## config.mk

```make
export PLATFORM = sky130hd
export DESIGN_NAME = srsm_top
export DESIGN_NICKNAME = d
export VERILOG_FILES = /design/src/rtl/srsm_pkg.sv /design/src/rtl/srsm_seg_steer.sv /design/src/rtl/srsm_top.sv
export VERILOG_INCLUDE_DIRS = /design/src /design/src/rtl
export SDC_FILE = /design/constraint.sdc
export NUM_CORES = 1
export LEC_CHECK = 0
export BUFFER_PORTS_ARGS = -buffer_cell sky130_fd_sc_hd__clkbuf_2
export CORE_MARGIN = 2
export CORE_UTILIZATION = 26
export DETAILED_ROUTE_END_ITERATION = 7
export HOLD_SLACK_MARGIN = 0.1
export PLACE_DENSITY_LB_ADDON = 0.05
export SYNTH_ARGS = -nofsm -noshare
export SYNTH_HDL_FRONTEND = slang
export SYNTH_SLANG_ARGS = --single-unit
```

## constraint.sdc

```tcl
create_clock -name clk -period 1.2 [get_ports clk]
set_input_delay 0.24 -clock clk [delete_from_list [all_inputs] [get_ports clk]]
set_output_delay 0.24 -clock clk [all_outputs]
set_load 0.01 [all_outputs]
```

## src/rtl/srsm_consts.svh

```systemverilog
// Purpose: constants for the firmware region steering map
// Assumes: 32-bit Avalon-MM byte addressing, 20-bit memory cycle address
// Notes:   definitions only
`ifndef SRSM_CONSTS_SVH
`define SRSM_CONSTS_SVH

`define SRSM_REG_OFF     8'h5c
`define SRSM_REG_RST     8'h00
`define SRSM_REG_MASK    8'h33
`define SRSM_UP_MSB      5
`define SRSM_UP_LSB      4
`define SRSM_LO_MSB      1
`define SRSM_LO_LSB      0
`define SRSM_FLD_RD      0
`define SRSM_FLD_WR      1
`define SRSM_REGION_MSB  19
`define SRSM_REGION_LSB  15
`define SRSM_REGION_TAG  5'h1a
`define SRSM_SEG_BIT     14
`define SRSM_ATTR_HUB    2'h0
`define SRSM_ATTR_RO     2'h1
`define SRSM_ATTR_WO     2'h2
`define SRSM_ATTR_RW     2'h3

`endif

```

## src/rtl/srsm_pkg.sv

```systemverilog
// Purpose: shared types for the firmware region steering map
// Assumes: nothing
// Notes:   constants live in srsm_consts.svh
package srsm_pkg;
   typedef logic [1:0] srsm_attr_t;
   typedef enum logic {SRSM_BUS_IDLE, SRSM_BUS_ACK} srsm_bus_e;
endpackage

```

## src/rtl/srsm_seg_steer.sv

```systemverilog
// Purpose: steering decision for one 16 KB segment
// Assumes: attribute field of write enable over read enable
// Notes:   combinational; the caller registers the result
`include "srsm_consts.svh"

module srsm_seg_steer (
   // attribute field
   input  wire srsm_pkg::srsm_attr_t attr,
   // memory cycle
   input  wire logic                 cyc_hit,
   input  wire logic                 cyc_write,
   // decision
   output logic                      to_dram,
   output logic                      to_hub
);

   wire logic en_bit;

   // pick the enable that matches the cycle direction
   assign en_bit  = cyc_write ? attr[`SRSM_FLD_WR]
                              : attr[`SRSM_FLD_RD];
   assign to_dram = cyc_hit & en_bit;
   assign to_hub  = cyc_hit & ~en_bit;

endmodule

```

## src/rtl/srsm_top.sv

```systemverilog
// Purpose: attribute register and cycle steering for region 0D0000h-0D7FFFh
// Assumes: Avalon-MM slave, one wait state, cycle inputs on clk
// Notes:   steering answer one cycle after the cycle is presented
`include "srsm_consts.svh"

module srsm_top #(
   parameter int ADDR_W = 8
) (
   // clock and reset
   input  wire logic              clk,
   input  wire logic              rstn,
   // avalon-mm slave
   input  wire logic [ADDR_W-1:0] address,
   input  wire logic              read,
   input  wire logic              write,
   input  wire logic [3:0]        byteenable,
   input  wire logic [31:0]       writedata,
   output logic [31:0]            readdata,
   output logic                   waitrequest,
   // memory cycle to steer
   input  wire logic              mem_valid,
   input  wire logic [19:0]       mem_addr,
   input  wire logic              mem_write,
   // steering result
   output logic                   steer_valid,
   output logic                   steer_dram,
   output logic                   steer_hub,
   // current fields
   output srsm_pkg::srsm_attr_t   upper_segment_attr,
   output srsm_pkg::srsm_attr_t   lower_segment_attr
);

   ////////////////////////////////////////////////////////////////////////
   // bus slave

   srsm_pkg::srsm_bus_e bus_state;
   srsm_pkg::srsm_bus_e next_bus_state;
   logic [7:0]          next_reg;
   logic [31:0]         next_readdata;

   function automatic logic reg_hit(input logic [ADDR_W-1:0] a);
      reg_hit = (a == ADDR_W'(`SRSM_REG_OFF));
   endfunction

   wire logic       req;
   wire logic       ack;
   wire logic       wr_hit;
   wire logic       rd_hit;
   wire logic [7:0] reg_val;

   assign req     = read | write;
   assign ack     = (bus_state == srsm_pkg::SRSM_BUS_IDLE) & req;
   assign wr_hit  = ack & write & reg_hit(address) & byteenable[0];
   assign rd_hit  = ack & read & reg_hit(address);
   assign reg_val = {2'h0, upper_segment_attr, 2'h0, lower_segment_attr};

   always_comb begin
      unique case (bus_state)
         srsm_pkg::SRSM_BUS_IDLE:
            next_bus_state = req ? srsm_pkg::SRSM_BUS_ACK
                                 : srsm_pkg::SRSM_BUS_IDLE;
         srsm_pkg::SRSM_BUS_ACK:
            next_bus_state = srsm_pkg::SRSM_BUS_IDLE;
      endcase
   end

   // reserved bits dropped on write, zero on read
   assign next_reg      = wr_hit ? (writedata[7:0] & `SRSM_REG_MASK)
                                 : reg_val;
   assign next_readdata = rd_hit ? {24'h0, reg_val} : 32'h0;

   always_ff @(posedge clk or negedge rstn) begin
      if (!rstn) begin
         bus_state <= srsm_pkg::SRSM_BUS_IDLE;
         waitrequest <= 1'b1;
         readdata <= 32'h0;
      end else begin
         bus_state <= next_bus_state;
         waitrequest <= ~ack;
         readdata <= next_readdata;
      end
   end

   ////////////////////////////////////////////////////////////////////////
   // attribute register

   always_ff @(posedge clk or negedge rstn) begin
      if (!rstn) begin
         upper_segment_attr <= 2'(`SRSM_REG_RST >> `SRSM_UP_LSB);
         lower_segment_attr <= 2'(`SRSM_REG_RST);
      end else begin
         upper_segment_attr <= next_reg[`SRSM_UP_MSB:`SRSM_UP_LSB];
         lower_segment_attr <= next_reg[`SRSM_LO_MSB:`SRSM_LO_LSB];
      end
   end

   ////////////////////////////////////////////////////////////////////////
   // cycle steering

   wire logic       in_region;
   wire logic [1:0] seg_hit;
   wire logic [1:0] seg_dram;
   wire logic [1:0] seg_hub;
   wire srsm_pkg::srsm_attr_t seg_attr [2];

   assign in_region   = mem_valid &
      (mem_addr[`SRSM_REGION_MSB:`SRSM_REGION_LSB] == `SRSM_REGION_TAG);
   assign seg_attr[0] = lower_segment_attr;
   assign seg_attr[1] = upper_segment_attr;

   for (genvar g = 0; g < 2; g++) begin : g_seg
      assign seg_hit[g] = in_region & (mem_addr[`SRSM_SEG_BIT] == 1'(g));
      srsm_seg_steer u_seg (
         .attr      (seg_attr[g]),
         .cyc_hit   (seg_hit[g]),
         .cyc_write (mem_write),
         .to_dram   (seg_dram[g]),
         .to_hub    (seg_hub[g])
      );
   end

   always_ff @(posedge clk or negedge rstn) begin
      if (!rstn) begin
         steer_valid <= 1'b0;
         steer_dram <= 1'b0;
         steer_hub <= 1'b0;
      end else begin
         steer_valid <= in_region;
         steer_dram <= |seg_dram;
         steer_hub <= |seg_hub;
      end
   end

   wire logic lo_cyc;
   wire logic up_cyc;
   assign lo_cyc = in_region & ~mem_addr[`SRSM_SEG_BIT];
   assign up_cyc = in_region & mem_addr[`SRSM_SEG_BIT];
endmodule

```

; After elaboration in Yosys (flattened, before gate mapping)
; Index checks and enable logic that the tools add are counted.
[op_classes]
eq_ne = 2
n_mux = 5
bitwise_logic = 19
n_reduce_logical = 2
[op_table]
columns = op, count
row1 = bitwise AND 1 bit, 13
row2 = "== test 8 x 7 -> 1 bit, second input constant", 1
row3 = 2-to-1 mux 6 bit, 1
row4 = "== test 5 bit, second input constant", 1
row5 = inverter 1 bit, 5
row6 = OR reduction 2 bit, 2
row7 = 2-to-1 mux 1 bit, 3
row8 = one-hot mux 1 bit (2 select lines), 1
row9 = bitwise OR 1 bit, 1
[word_totals]
ff_bits = 15

; Logic depth before layout (Yosys ltp)
; Gate-level depths: netlist of run 1.
[depth]
ltp_word = 5
depth_mapped = 3
ltp_nobuf = 3

; Cells and area by module
; From an unflattened synthesis of run 1, not the netlist that was laid out.
[unflattened]
hier_cells = 70
area_unflattened_um2 = 799.5
[by_module_without_submodules]
columns = mod, instances, cells_each, area_each_um2
row1 = srsm_top, 1, 64, 754.5
row2 = srsm_seg_steer, 2, 3, 22.5

; Least setup slack after synthesis of run 1
; Ideal clock, no wire load.
[synth_path]
path_kind = flip-flop to flip-flop
from = reg bus_state
to = reg lower_segment_attr[0]
path_stages_with_launch = 4
slack_ps = 2
synth_period_minus_slack_ps = 1198
arrival_ps = 1073
t_required_ps = 1075
setup_time_ps = 125
n_path_buf = 0
path_cell_list = dfrtp_1 > and4bb_2 > nand4_2 > mux2_2
[synth_between]
elab_chain_cells = 5
[synth_lines]
columns = element, line
row1 = "start, declared", srsm_top.sv:36  ; srsm_pkg::srsm_bus_e bus_state;
row2 = "start signal, assigned", srsm_top.sv:74  ; bus_state <= srsm_pkg::SRSM_BUS_IDLE;
row3 = "start signal, assigned", srsm_top.sv:78  ; bus_state <= next_bus_state;
row4 = inverter 1 bit, srsm_top.sv:52  ; assign ack = (bus_state == srsm_pkg::SRSM_BUS_IDLE) & req;
row5 = bitwise AND 1 bit, srsm_top.sv:52
row6 = bitwise AND 1 bit (3 in series), srsm_top.sv:53  ; assign wr_hit = ack & write & reg_hit(address) & byteenable[0];
row7 = "end signal, assigned", srsm_top.sv:90  ; lower_segment_attr <= 2'(`SRSM_REG_RST);
row8 = "end signal, assigned", srsm_top.sv:93  ; lower_segment_attr <= next_reg[`SRSM_LO_MSB:`SRSM_LO_LSB];
row9 = "end, declared", srsm_top.sv:30  ; output srsm_pkg::srsm_attr_t lower_segment_attr
; Every way passes these cells.
; A chain may end at the register's enable or synchronous reset.

; Final worst setup path of run 1
; Same ends and word-level chain as after synthesis.

==> summary.txt, run 1 <==
Run status
  • Status: finished with violations
  • Failing checks: setup timing

Floorplanning
  • Core area: 2730 sq um
  • Die extent in y: 57.3 um
  • FP Rows: 19
  • Io pins: 110
  • Initial Util: 27.0%
  • DIE WIDTH: 57.3 um
  • Die Area: 3290 sq um

Clock network
  • Clk sink count: 13
  • Total CTS buffers: 3
  • Clk root buf: clkbuf_4
  • Clk slew on worst S/H paths: 0.08 ns
  • Worst skew pair latency: 0.27 ns
  • CTS tree: done
  • H-tree depth: 1
  • Clk buf depth: 2

Flow run
  • Total of max-cap violations: 0

Worst setup path
  • Worst endpoint required time: 1.36 ns
  • R2R Path Start: bus_state
  • Critical Path, Cell by Cell: and4bb_2 > nand4_4 > mux2_2
  • Slowest CP cell: dfrtp_1
  • Worst reg2reg endpoint: lower_segment_attr[0]
  • Reg2Reg Setup Slack: -0.05 ns
  • Crit path max-delay family: simple AND/OR/NAND/NOR gates
  • Crit path buffers/inverters: 0
  • R2R depth: 3
  • CP peak stage delay: 0.38 ns
  • Critical Path Sink Type: register
  • Setup crit start kind: register
  • Setup CP Type: reg2reg
  • Crit-path max FO: 4
  • Worst EP arrival: 1.41 ns
  • Worst setup path start: bus_state

Finish
  • Ant diodes: 0
  • Area of the multi-input gates: 294 sq um
  • Synth-to-layout area growth: 29.3%
  • Number of nets in the layout: 183
  • Final standard cell area without fillers: 956 sq um
  • Fillers: 274
  • Final Core Density: 35.0%
  • Fraction of layout cells with a size suffix above 1: 47.3%
  • FF/Latch Area: 327 sq um

Synthesis
  • Yosys synthesis warning count: 0
  • Largest area contributor in the netlist: dfrtp_1
  • Gate Count Post-Synth: 67
  • Synth area leaders: dfrtp_1 (41%), buf_4 (28%), mux2_2 (6.1%)
  • Post-synth top area share: 40.6%
  • Asr flop ratio synth: 100%
  • Synth Area per Inst: 11.0 sq um
  • Unique masters post-synth: 16
  • Top-count cell post-synth: buf_4
  • Post-synth EDFFs: 0
  • Post-synthesis sequential area ratio: 44.2%
  • Most frequent cells after synthesis: buf_4 (28), dfrtp_1 (12), nor2_1 (6)
  • Post-Syn Area: 739 sq um
  • Synthesis-stage register bit count: 13
  • Synth Flop Type: dfrtp_1

STA
  • Min Tclk post-route: 1.25 ns
  • Hold Slack: 0.130 ns
  • Setup TNS: -0.187 ns
  • Fin. max-slew vios: 0
  • Peak Freq: 798 MHz
  • Final Cycle Share: 104%
  • Final Setup Violations: 4
  • Fin. Hold Viols: 0
  • Clk_skew: 0.00109 ns
  • RSZ-0062 raised after global routing: true
  • Slack of the critical path: -0.0525 ns

Route
  • Wire length per cell: 9.42 um
  • ANT nets after route: 0
  • # DRC: 0
  • Via/cell ratio: 3.68
  • Via count: 526
  • Routed WL: 1.35 mm
  • Router iterations before antenna repair: 3
  • Initial drt markers: 2

Placement
  • Buffers on Ports: 36
  • Dpl cell area: 880 sq um
  • Dpl hpwl: 1.16 mm
  • Global placement routability congestion: 0.674

GRT
  • First-pass GRT wire length: 2.05 mm
  • Largest net degree at the start of global routing: 14
  • Vias in the first global route: 499
  • Initial antenna violation count: 0
  • GRT overflow: 0
  • Gr usage total: 8.56%

Min path
  • Hold Crit Depth: 2
  • Hold Path Class: in2reg
  • Hold path endpoint: steer_valid
  • Hold_sp: mem_addr[15]

Pwr
  • Overall Power: 856 uW
  • Pleak: 0.546 nW
  • Pwr dens: 895 nW/um^2
  • VDD IR max: 0.000436 V
-- cell usage in the layout (no fill, tap or decap), drive strengths merged --
| cell | n |
|---|---|
| conb | 28 |
| clkbuf | 37 |
| nor3b | 1 |
| buf | 8 |
| mux4 | 1 |
| nor2b | 1 |
| inv | 5 |
| nor2 | 6 |
| dfrtp | 12 |
| and4bb | 1 |
| nand4 | 2 |
| and2 | 2 |
| nor4b | 1 |
| mux2 | 4 |
| dfstp | 1 |
| dlygate4sd3 | 1 |
| nand4b | 1 |
-- kinds of logic (layout without fill, tap and decap cells) --
logic type	after synthesis	count (layout)	share of synthesized area (%)
buf+inv	33	51	31.0
simple gates	15	15	15.2
flops	13	13	44.2
mux	5	5	9.14
other cells	1	28	0.507
-- metal layers --
layer,up-vias,GRT usage (%),share of wire [%]
met5,-,0,0
met4,0,8.64,2.9
met3,4,2.04,8.3
met2,33,14.3,56
met1,239,8.43,33
li1,250,-,-
-- where the power goes --
| group | switching (mW) | total, mW | internal, mW |
|---|---|---|---|
| clock | 0.138 | 0.266 | 0.129 |
| sequential | 0.00450 | 0.456 | 0.451 |
| combinational | 0.0798 | 0.134 | 0.0540 |
| total | 0.222 | 0.856 | 0.634 |
-- metrics by stage --
step / worst slack (ns) / std cells
finish: -0.0525 / 143
floorplan: 0.00209 / 94
detailed placement: -0.144 / 137
CTS: -0.0633 / 142
global route: -0.103 / 143
global placement: -0.110 / 137
-- sequential cells by signal (all words and copies together) (netlist names) --
register and count:
lower_segment_attr 2, steer_valid 1, bus_state 1, steer_hub 1
steer_dram 1, upper_segment_attr 2, waitrequest 1, readdata 4
-- how the worst max path moves through the flow --
stage	cells past startpoint	end	slack, ns
2_1_floorplan	3	lower_segment_attr[0]	0.002
4_1_cts	3	lower_segment_attr[0]	-0.06
3_3_place_gp	3	upper_segment_attr[1]	-0.11
3_5_place_dp	4	lower_segment_attr[0]	-0.14
6_report	3	lower_segment_attr[0]	-0.05
5_1_grt	3	upper_segment_attr[0]	-0.10
-- area by class of cell --
class / count / share of cell area [%]
well taps: 31 / 4.06
inverters: 5 / 1.96
clock buffers: 4 / 2.75
repair buffers: 42 / 26.3
multi-input cells: 48 / 30.8
flip-flops and latches: 13 / 34.2
-- what timing repair did --
action / CTS / global route
pin swaps: 2 / 2
hold buffers: 1 / 0
endpoints found under the setup margin: 4 / 11
resized for setup: 1 / 8
endpoints found under the hold margin: 12 / 0
setup buffers: 0 / 1
No activity file was read; power rests on OpenSTA's default activity.
==> inputs of run 2 (changes only) <==
- CELL_PAD_IN_SITES_DETAIL_PLACEMENT: not set -> 2
- CELL_PAD_IN_SITES_GLOBAL_PLACEMENT: not set -> 2
- CORE_UTILIZATION: 26 -> 12
==> summary.txt, run 2 (synthesis results as in run 1) <==
Finish
  • Final standard cell area without fillers: 1010 sq um (was 956 sq um)
  • Ant diodes: 0 (unchanged)
  • Fin cells: 187 (was 143)
  • Number of nets in the layout: 183 (unchanged)
  • Most frequent cells in the layout: clkbuf_2 (36), conb_1 (28), dfrtp_1 (12) (was clkbuf_2 (33), conb_1 (28), dfrtp_1 (12))
  • Area of the multi-input gates: 294 sq um (unchanged)
  • Fillers: 729 (was 274)
  • Synth-to-layout area growth: 36.0% (was 29.3%)
  • Commonest non-fill, non-tap cell in the layout: clkbuf_2 (unchanged)
  • Largest register FFs: 4 (unchanged)
  • Fraction of layout cells with a size suffix above 1: 47.3% (unchanged)
  • FF/Latch Area: 327 sq um (unchanged)
  • Biggest regs: readdata (4), lower_segment_attr (2), upper_segment_attr (2) (unchanged)
  • Largest register by flop count: readdata (unchanged)

STA
  • Final Setup Violations: 4 (unchanged)
  • Peak Freq: 790 MHz (was 798 MHz)
  • Hold Slack: 0.176 ns (was 0.130 ns)
  • Fin. max-slew vios: 0 (unchanged)
  • Fin. Hold Viols: 0 (unchanged)
  • Clk_skew: 0.00149 ns (was 0.00109 ns)
  • Final Cycle Share: 105% (was 104%)
  • Min Tclk post-route: 1.27 ns (was 1.25 ns)
  • Setup TNS: -0.241 ns (was -0.187 ns)
  • RSZ-0062 raised after global routing: true (unchanged)
  • Slack of the critical path: -0.0652 ns (was -0.0525 ns)

Worst setup path
  • Setup crit start kind: register (unchanged)
  • Worst EP arrival: 1.39 ns (was 1.41 ns)
  • Critical Path Sink Type: register (unchanged)
  • Setup CP Type: reg2reg (unchanged)
  • Worst endpoint required time: 1.32 ns (was 1.36 ns)
  • Crit-path max FO: 4 (unchanged)

Floorplanning
  • Die Area: 6810 sq um (was 3290 sq um)
  • Initial Util: 12.4% (was 27.0%)
  • Die extent in y: 82.5 um (was 57.3 um)
  • Io pins: 110 (unchanged)
  • Core area: 5960 sq um (was 2730 sq um)
  • DIE WIDTH: 82.5 um (was 57.3 um)
  • FP Rows: 28 (was 19)

Pwr
  • Overall Power: 978 uW (was 856 uW)
  • Pwr dens: 972 nW/um^2 (was 895 nW/um^2)
  • VDD IR max: 0.000252 V (was 0.000436 V)
  • Pleak: 0.548 nW (was 0.546 nW)

Route
  • ANT nets after route: 0 (unchanged)
  • WL met2: 884 um (was 752 um)
  • Initial drt markers: 7 (was 2)
  • Via count: 533 (was 526)
  • Via/cell ratio: 2.85 (was 3.68)
  • Router iterations before antenna repair: 2 (was 3)
  • Met1 WL: 732 um (was 443 um)
  • # DRC: 0 (unchanged)
  • Max Used Layer: met4 (unchanged)
  • Routed WL: 1.83 mm (was 1.35 mm)
  • Wire length per cell: 9.80 um (was 9.42 um)
  • Met3 routed WL: 206 um (was 112 um)

Clock network
  • CTS tree: done (unchanged)
  • Clk slew on worst S/H paths: 0.06 ns (was 0.08 ns)
  • Worst skew pair latency: 0.24 ns (was 0.27 ns)
  • Clk root buf: clkbuf_8 (was clkbuf_4)
  • Number of post-CTS setup repair buffers: 0 (unchanged)
  • H-tree depth: 1 (unchanged)
  • Total CTS buffers: 3 (unchanged)
  • Clk buf depth: 2 (unchanged)
  • Clk sink count: 13 (unchanged)

Run status
  • Status: finished with violations (unchanged)
  • Failing checks: setup timing (unchanged)

Placement
  • Post-Place Cells: 182 (was 137)
  • Dpl cell area: 942 sq um (was 880 sq um)
  • Buffers on Ports: 36 (unchanged)
  • Global placement routability congestion: 0.613 (was 0.674)
  • Dpl hpwl: 1.60 mm (was 1.16 mm)

GRT
  • Vias in the first global route: 566 (was 499)
  • Largest net degree at the start of global routing: 14 (unchanged)
  • GRT overflow: 0 (unchanged)
  • First-pass GRT wire length: 2.69 mm (was 2.05 mm)
  • Gr usage total: 5.33% (was 8.56%)
  • Initial antenna violation count: 0 (unchanged)

Flow run
  • Total of max-cap violations: 0 (unchanged)

Min path
  • Hold Path Class: in2reg (unchanged)
==> run 2: worst paths after layout <==
check / from / to / slack (ns) / cells after the start
worst max-delay path: bus_state / upper_segment_attr[0] / -0.07 / 3
worst min-delay path: mem_addr[15] / steer_valid / 0.18 / 2
worst max register to register: bus_state / upper_segment_attr[0] / -0.07 / 3
worst min register to register: bus_state / bus_state / 0.44 / 1
max in group asynchronous: rstn / waitrequest / 0.46 / 2
min in group asynchronous: rstn / steer_dram / 0.44 / 2
==> run 2: area by class of cell <==
cell class                      count  area share, %
Inverter                            5           1.87
Timing Repair Buffer               42           22.6
Sequential cell                    13           32.5
Clock buffer                        4           4.48
Tap cell                           75           9.33
Multi-Input combinational cell     48           29.2
==> run 2: stage by stage <==
stage / util, % / worst slack [ns]
5_1_grt: 16.9 / -0.121
2_1_floorplan: - / 0.00209
6_report: 16.9 / -0.0652
4_1_cts: 16.9 / -0.0979
3_3_place_gp: 15.8 / -0.142
3_5_place_dp: 15.8 / -0.179
==> run 2: timing repair <==
action,4_1_cts,5_1_grt
hold buffers,1,0
endpoints found under the setup margin,4,8
hold endpoints to repair,12,0
pin swaps,2,1
resized for setup,1,0
==> run 2: where the power goes <==
group          internal, mW  total (mW)  switching (mW)  leakage [nW]
Combinational        0.0519       0.135          0.0830         0.349
Sequential            0.452       0.457         0.00437         0.176
Clock                 0.234       0.387           0.152        0.0228
Total                 0.739       0.978           0.240         0.548
==> run 2: layer usage <==
metal,up-vias,global-route usage (%)
li1,246,-
met1,250,6.38
met2,35,8.79
met3,2,1.52
met4,0,2.46
met5,-,0
==> run 2: critical path: stages (launching register included) <==
cell	delay (ns)
dfrtp_1	0.37
and4bb_2	0.33
nand4_4	0.13
mux2_2	0.31
==> inputs of run 3 (changes only) <==
- ABC_AREA: not set -> 1
==> summary.txt, run 3 <==
Run status
  • Status: complete, no violations (was finished with violations)

Synthesis
  • Largest area contributor in the netlist: dfrtp_1 (unchanged)
  • Synthesis-stage register bit count: 13 (unchanged)
  • Synth area leaders: dfrtp_1 (36%), buf_4 (25%), nand2_1 (13%) (was dfrtp_1 (41%), buf_4 (28%), mux2_2 (6.1%))
  • Unique masters post-synth: 11 (was 16)
  • Asr flop ratio synth: 100% (unchanged)
  • Synth Flop Type: dfrtp_1 (unchanged)
  • Post-synthesis sequential area ratio: 39.3% (was 44.2%)
  • Post-Syn Area: 831 sq um (was 739 sq um)
  • Post-synth EDFFs: 0 (unchanged)
  • Synth Area per Inst: 7.69 sq um (was 11.0 sq um)
  • Yosys synthesis warning count: 0 (unchanged)
  • Top-count cell post-synth: nand2_1 (was buf_4)
  • Most frequent cells after synthesis: nand2_1 (29), buf_4 (28), inv_1 (14) (was buf_4 (28), dfrtp_1 (12), nor2_1 (6))
  • Post-synth top area share: 36.1% (was 40.6%)
  • Gate Count Post-Synth: 108 (was 67)

Route
  • ANT nets after route: 0 (unchanged)
  • Via/cell ratio: 3.11 (was 2.85)
  • Wire length per cell: 9.86 um (was 9.80 um)
  • Initial drt markers: 4 (was 7)
  • Routed WL: 2.25 mm (was 1.83 mm)
  • # DRC: 0 (unchanged)
  • Via count: 709 (was 533)
  • Router iterations before antenna repair: 2 (unchanged)

Finish
  • Number of nets in the layout: 219 (was 183)
  • Biggest regs: readdata (4), lower_segment_attr (2), upper_segment_attr (2) (unchanged)
  • Largest register FFs: 4 (unchanged)
  • Fillers: 840 (was 729)
  • Fraction of layout cells with a size suffix above 1: 30.4% (was 47.3%)
  • Largest register by flop count: readdata (unchanged)
  • Synth-to-layout area growth: 27.3% (was 36.0%)
  • Ant diodes: 0 (unchanged)
  • Most frequent cells in the layout: clkbuf_2 (36), nand2_1 (29), conb_1 (28) (was clkbuf_2 (36), conb_1 (28), dfrtp_1 (12))
  • Commonest non-fill, non-tap cell in the layout: clkbuf_2 (unchanged)
  • Final standard cell area without fillers: 1060 sq um (was 1010 sq um)

Clock network
  • Worst skew pair latency: 0.24 ns (about the same)
  • Clk slew on worst S/H paths: 0.06 ns (about the same)
  • Clk sink count: 13 (unchanged)
  • H-tree depth: 1 (unchanged)
  • Clk buf depth: 2 (unchanged)
  • Post-CTS sizing: 0 (was 1)
  • CTS tree: done (unchanged)
  • Total CTS buffers: 3 (unchanged)
  • Clk root buf: clkbuf_8 (unchanged)

STA
  • Final Setup Violations: 0 (was 4)
  • Fin. max-slew vios: 0 (unchanged)
  • Fin. Hold Viols: 0 (unchanged)
  • Peak Freq: 896 MHz (was 790 MHz)
  • Min Tclk post-route: 1.12 ns (was 1.27 ns)
  • RSZ-0062 raised after global routing: false (was true)
  • Setup TNS: 0 ns (was -0.241 ns)
  • Final Cycle Share: 93.0% (was 105%)
  • Clk_skew: 0.00140 ns (was 0.00149 ns)

Floorplanning
  • DIE WIDTH: 87.2 um (was 82.5 um)
  • Core area: 6760 sq um (was 5960 sq um)
  • Initial Util: 12.3% (was 12.4%)
  • FP Rows: 30 (was 28)
  • Io pins: 110 (unchanged)
  • Die extent in y: 87.2 um (was 82.5 um)
  • Die Area: 7600 sq um (was 6810 sq um)

GRT
  • Vias in the first global route: 747 (was 566)
  • GRT overflow: 0 (unchanged)
  • First-pass GRT wire length: 3.39 mm (was 2.69 mm)
  • Largest net degree at the start of global routing: 14 (unchanged)
  • Gr usage total: 5.93% (was 5.33%)
  • Initial antenna violation count: 0 (unchanged)

Flow run
  • Total of max-cap violations: 0 (unchanged)

Worst setup path
  • Reg2Reg Setup Slack: 0.17 ns (was -0.07 ns)
  • Critical Path Stages: 1 (was 3)
  • Slowest CP cell: dfstp_2 (was dfrtp_1)
  • Setup CP Type: reg2out (was reg2reg)
  • Worst EP arrival: 0.88 ns (was 1.39 ns)
  • Crit path buffers/inverters: 1 (was 0)
  • Crit path max-delay family: flip-flops (was simple AND/OR/NAND/NOR gates)
  • R2R Path Start: bus_state (unchanged)
  • R2R depth: 4 (was 3)
  • Setup crit start kind: register (unchanged)
  • CP peak stage delay: 0.51 ns (was 0.37 ns)
  • Worst endpoint required time: 0.96 ns (was 1.32 ns)
  • Worst reg2reg endpoint: lower_segment_attr[0] (was upper_segment_attr[0])
  • Critical Path Sink Type: output port (was register)
  • Crit-path max FO: 1 (was 4)
  • Critical Path, Cell by Cell: clkbuf_2 (was and4bb_2 > nand4_4 > mux2_2)

Pwr
  • Pleak: 0.619 nW (was 0.548 nW)
  • Pwr dens: 960 nW/um^2 (was 972 nW/um^2)
  • VDD IR max: 0.000163 V (was 0.000252 V)

Placement
  • Global placement routability congestion: 0.692 (was 0.613)
  • Buffers on Ports: 36 (unchanged)
  • Dpl cell area: 1000 sq um (was 942 sq um)
  • Dpl hpwl: 1.96 mm (was 1.60 mm)

Min path
  • Hold_sp: mem_addr[15] (unchanged)
  • Hold Crit Depth: 2 (unchanged)
  • Hold Path Class: in2reg (unchanged)
  • Hold path endpoint: steer_valid (unchanged)
[run 3: metrics by stage]
step	total power [mW]	std cells	hold WS, ns	worst slack (ns)	util [%]
finish	1.01	228	0.175	0.0836	15.6
global route	1.09	228	0.190	0.0457	15.6
CTS	1.04	228	0.171	0.0660	15.6
detailed placement	0.619	223	0.177	0.0861	14.8
global placement	0.616	223	0.170	0.115	14.8
floorplan	0.615	135	-0.0556	0.297	-
[run 3: per-layer routing]
layer | up-vias | track usage [%] | wire length [um]
li1 | 353 | - | -
met1 | 307 | 7.24 | 994
met2 | 44 | 9.02 | 976
met3 | 5 | 2.37 | 236
met4 | 0 | 2.94 | 40
met5 | - | 0 | 0
[run 3: how the worst max path moves through the flow]
stage                                  to        start
global route                  waitrequest  waitrequest
global placement    lower_segment_attr[1]   address[7]
CTS                           waitrequest  waitrequest
detailed placement  lower_segment_attr[1]   address[7]
floorplan           lower_segment_attr[1]    bus_state
finish                        waitrequest  waitrequest
[run 3: area by class of cell]
type	count	area (sq um)	share of cell area, %
Multi-Input combinational cell	80	343	32.4
Sequential cell	13	327	30.9
Timing Repair Buffer	37	190	18.0
Tap cell	80	100	9.47
Inverter	14	52.6	4.97
Clock buffer	4	45.0	4.26
[run 3: power breakdown]
part           internal [mW]  switching, mW  leakage, nW
clock                  0.235          0.169       0.0228
sequential             0.452        0.00804        0.176
combinational         0.0484          0.103        0.420
total                  0.735          0.280        0.619
[run 3: cells by family after synthesis]
group,share of synthesized area (%)
buffers and inverters,31.6
AND/OR/NAND/NOR,28.6
other,0.451
flip-flops,39.3
[run 3: repair_timing]
item | 4_1_cts | 5_1_grt
endpoints found under the hold margin | 12 | 0
buffers inserted | 0 | 0
hold buffers | 1 | 0
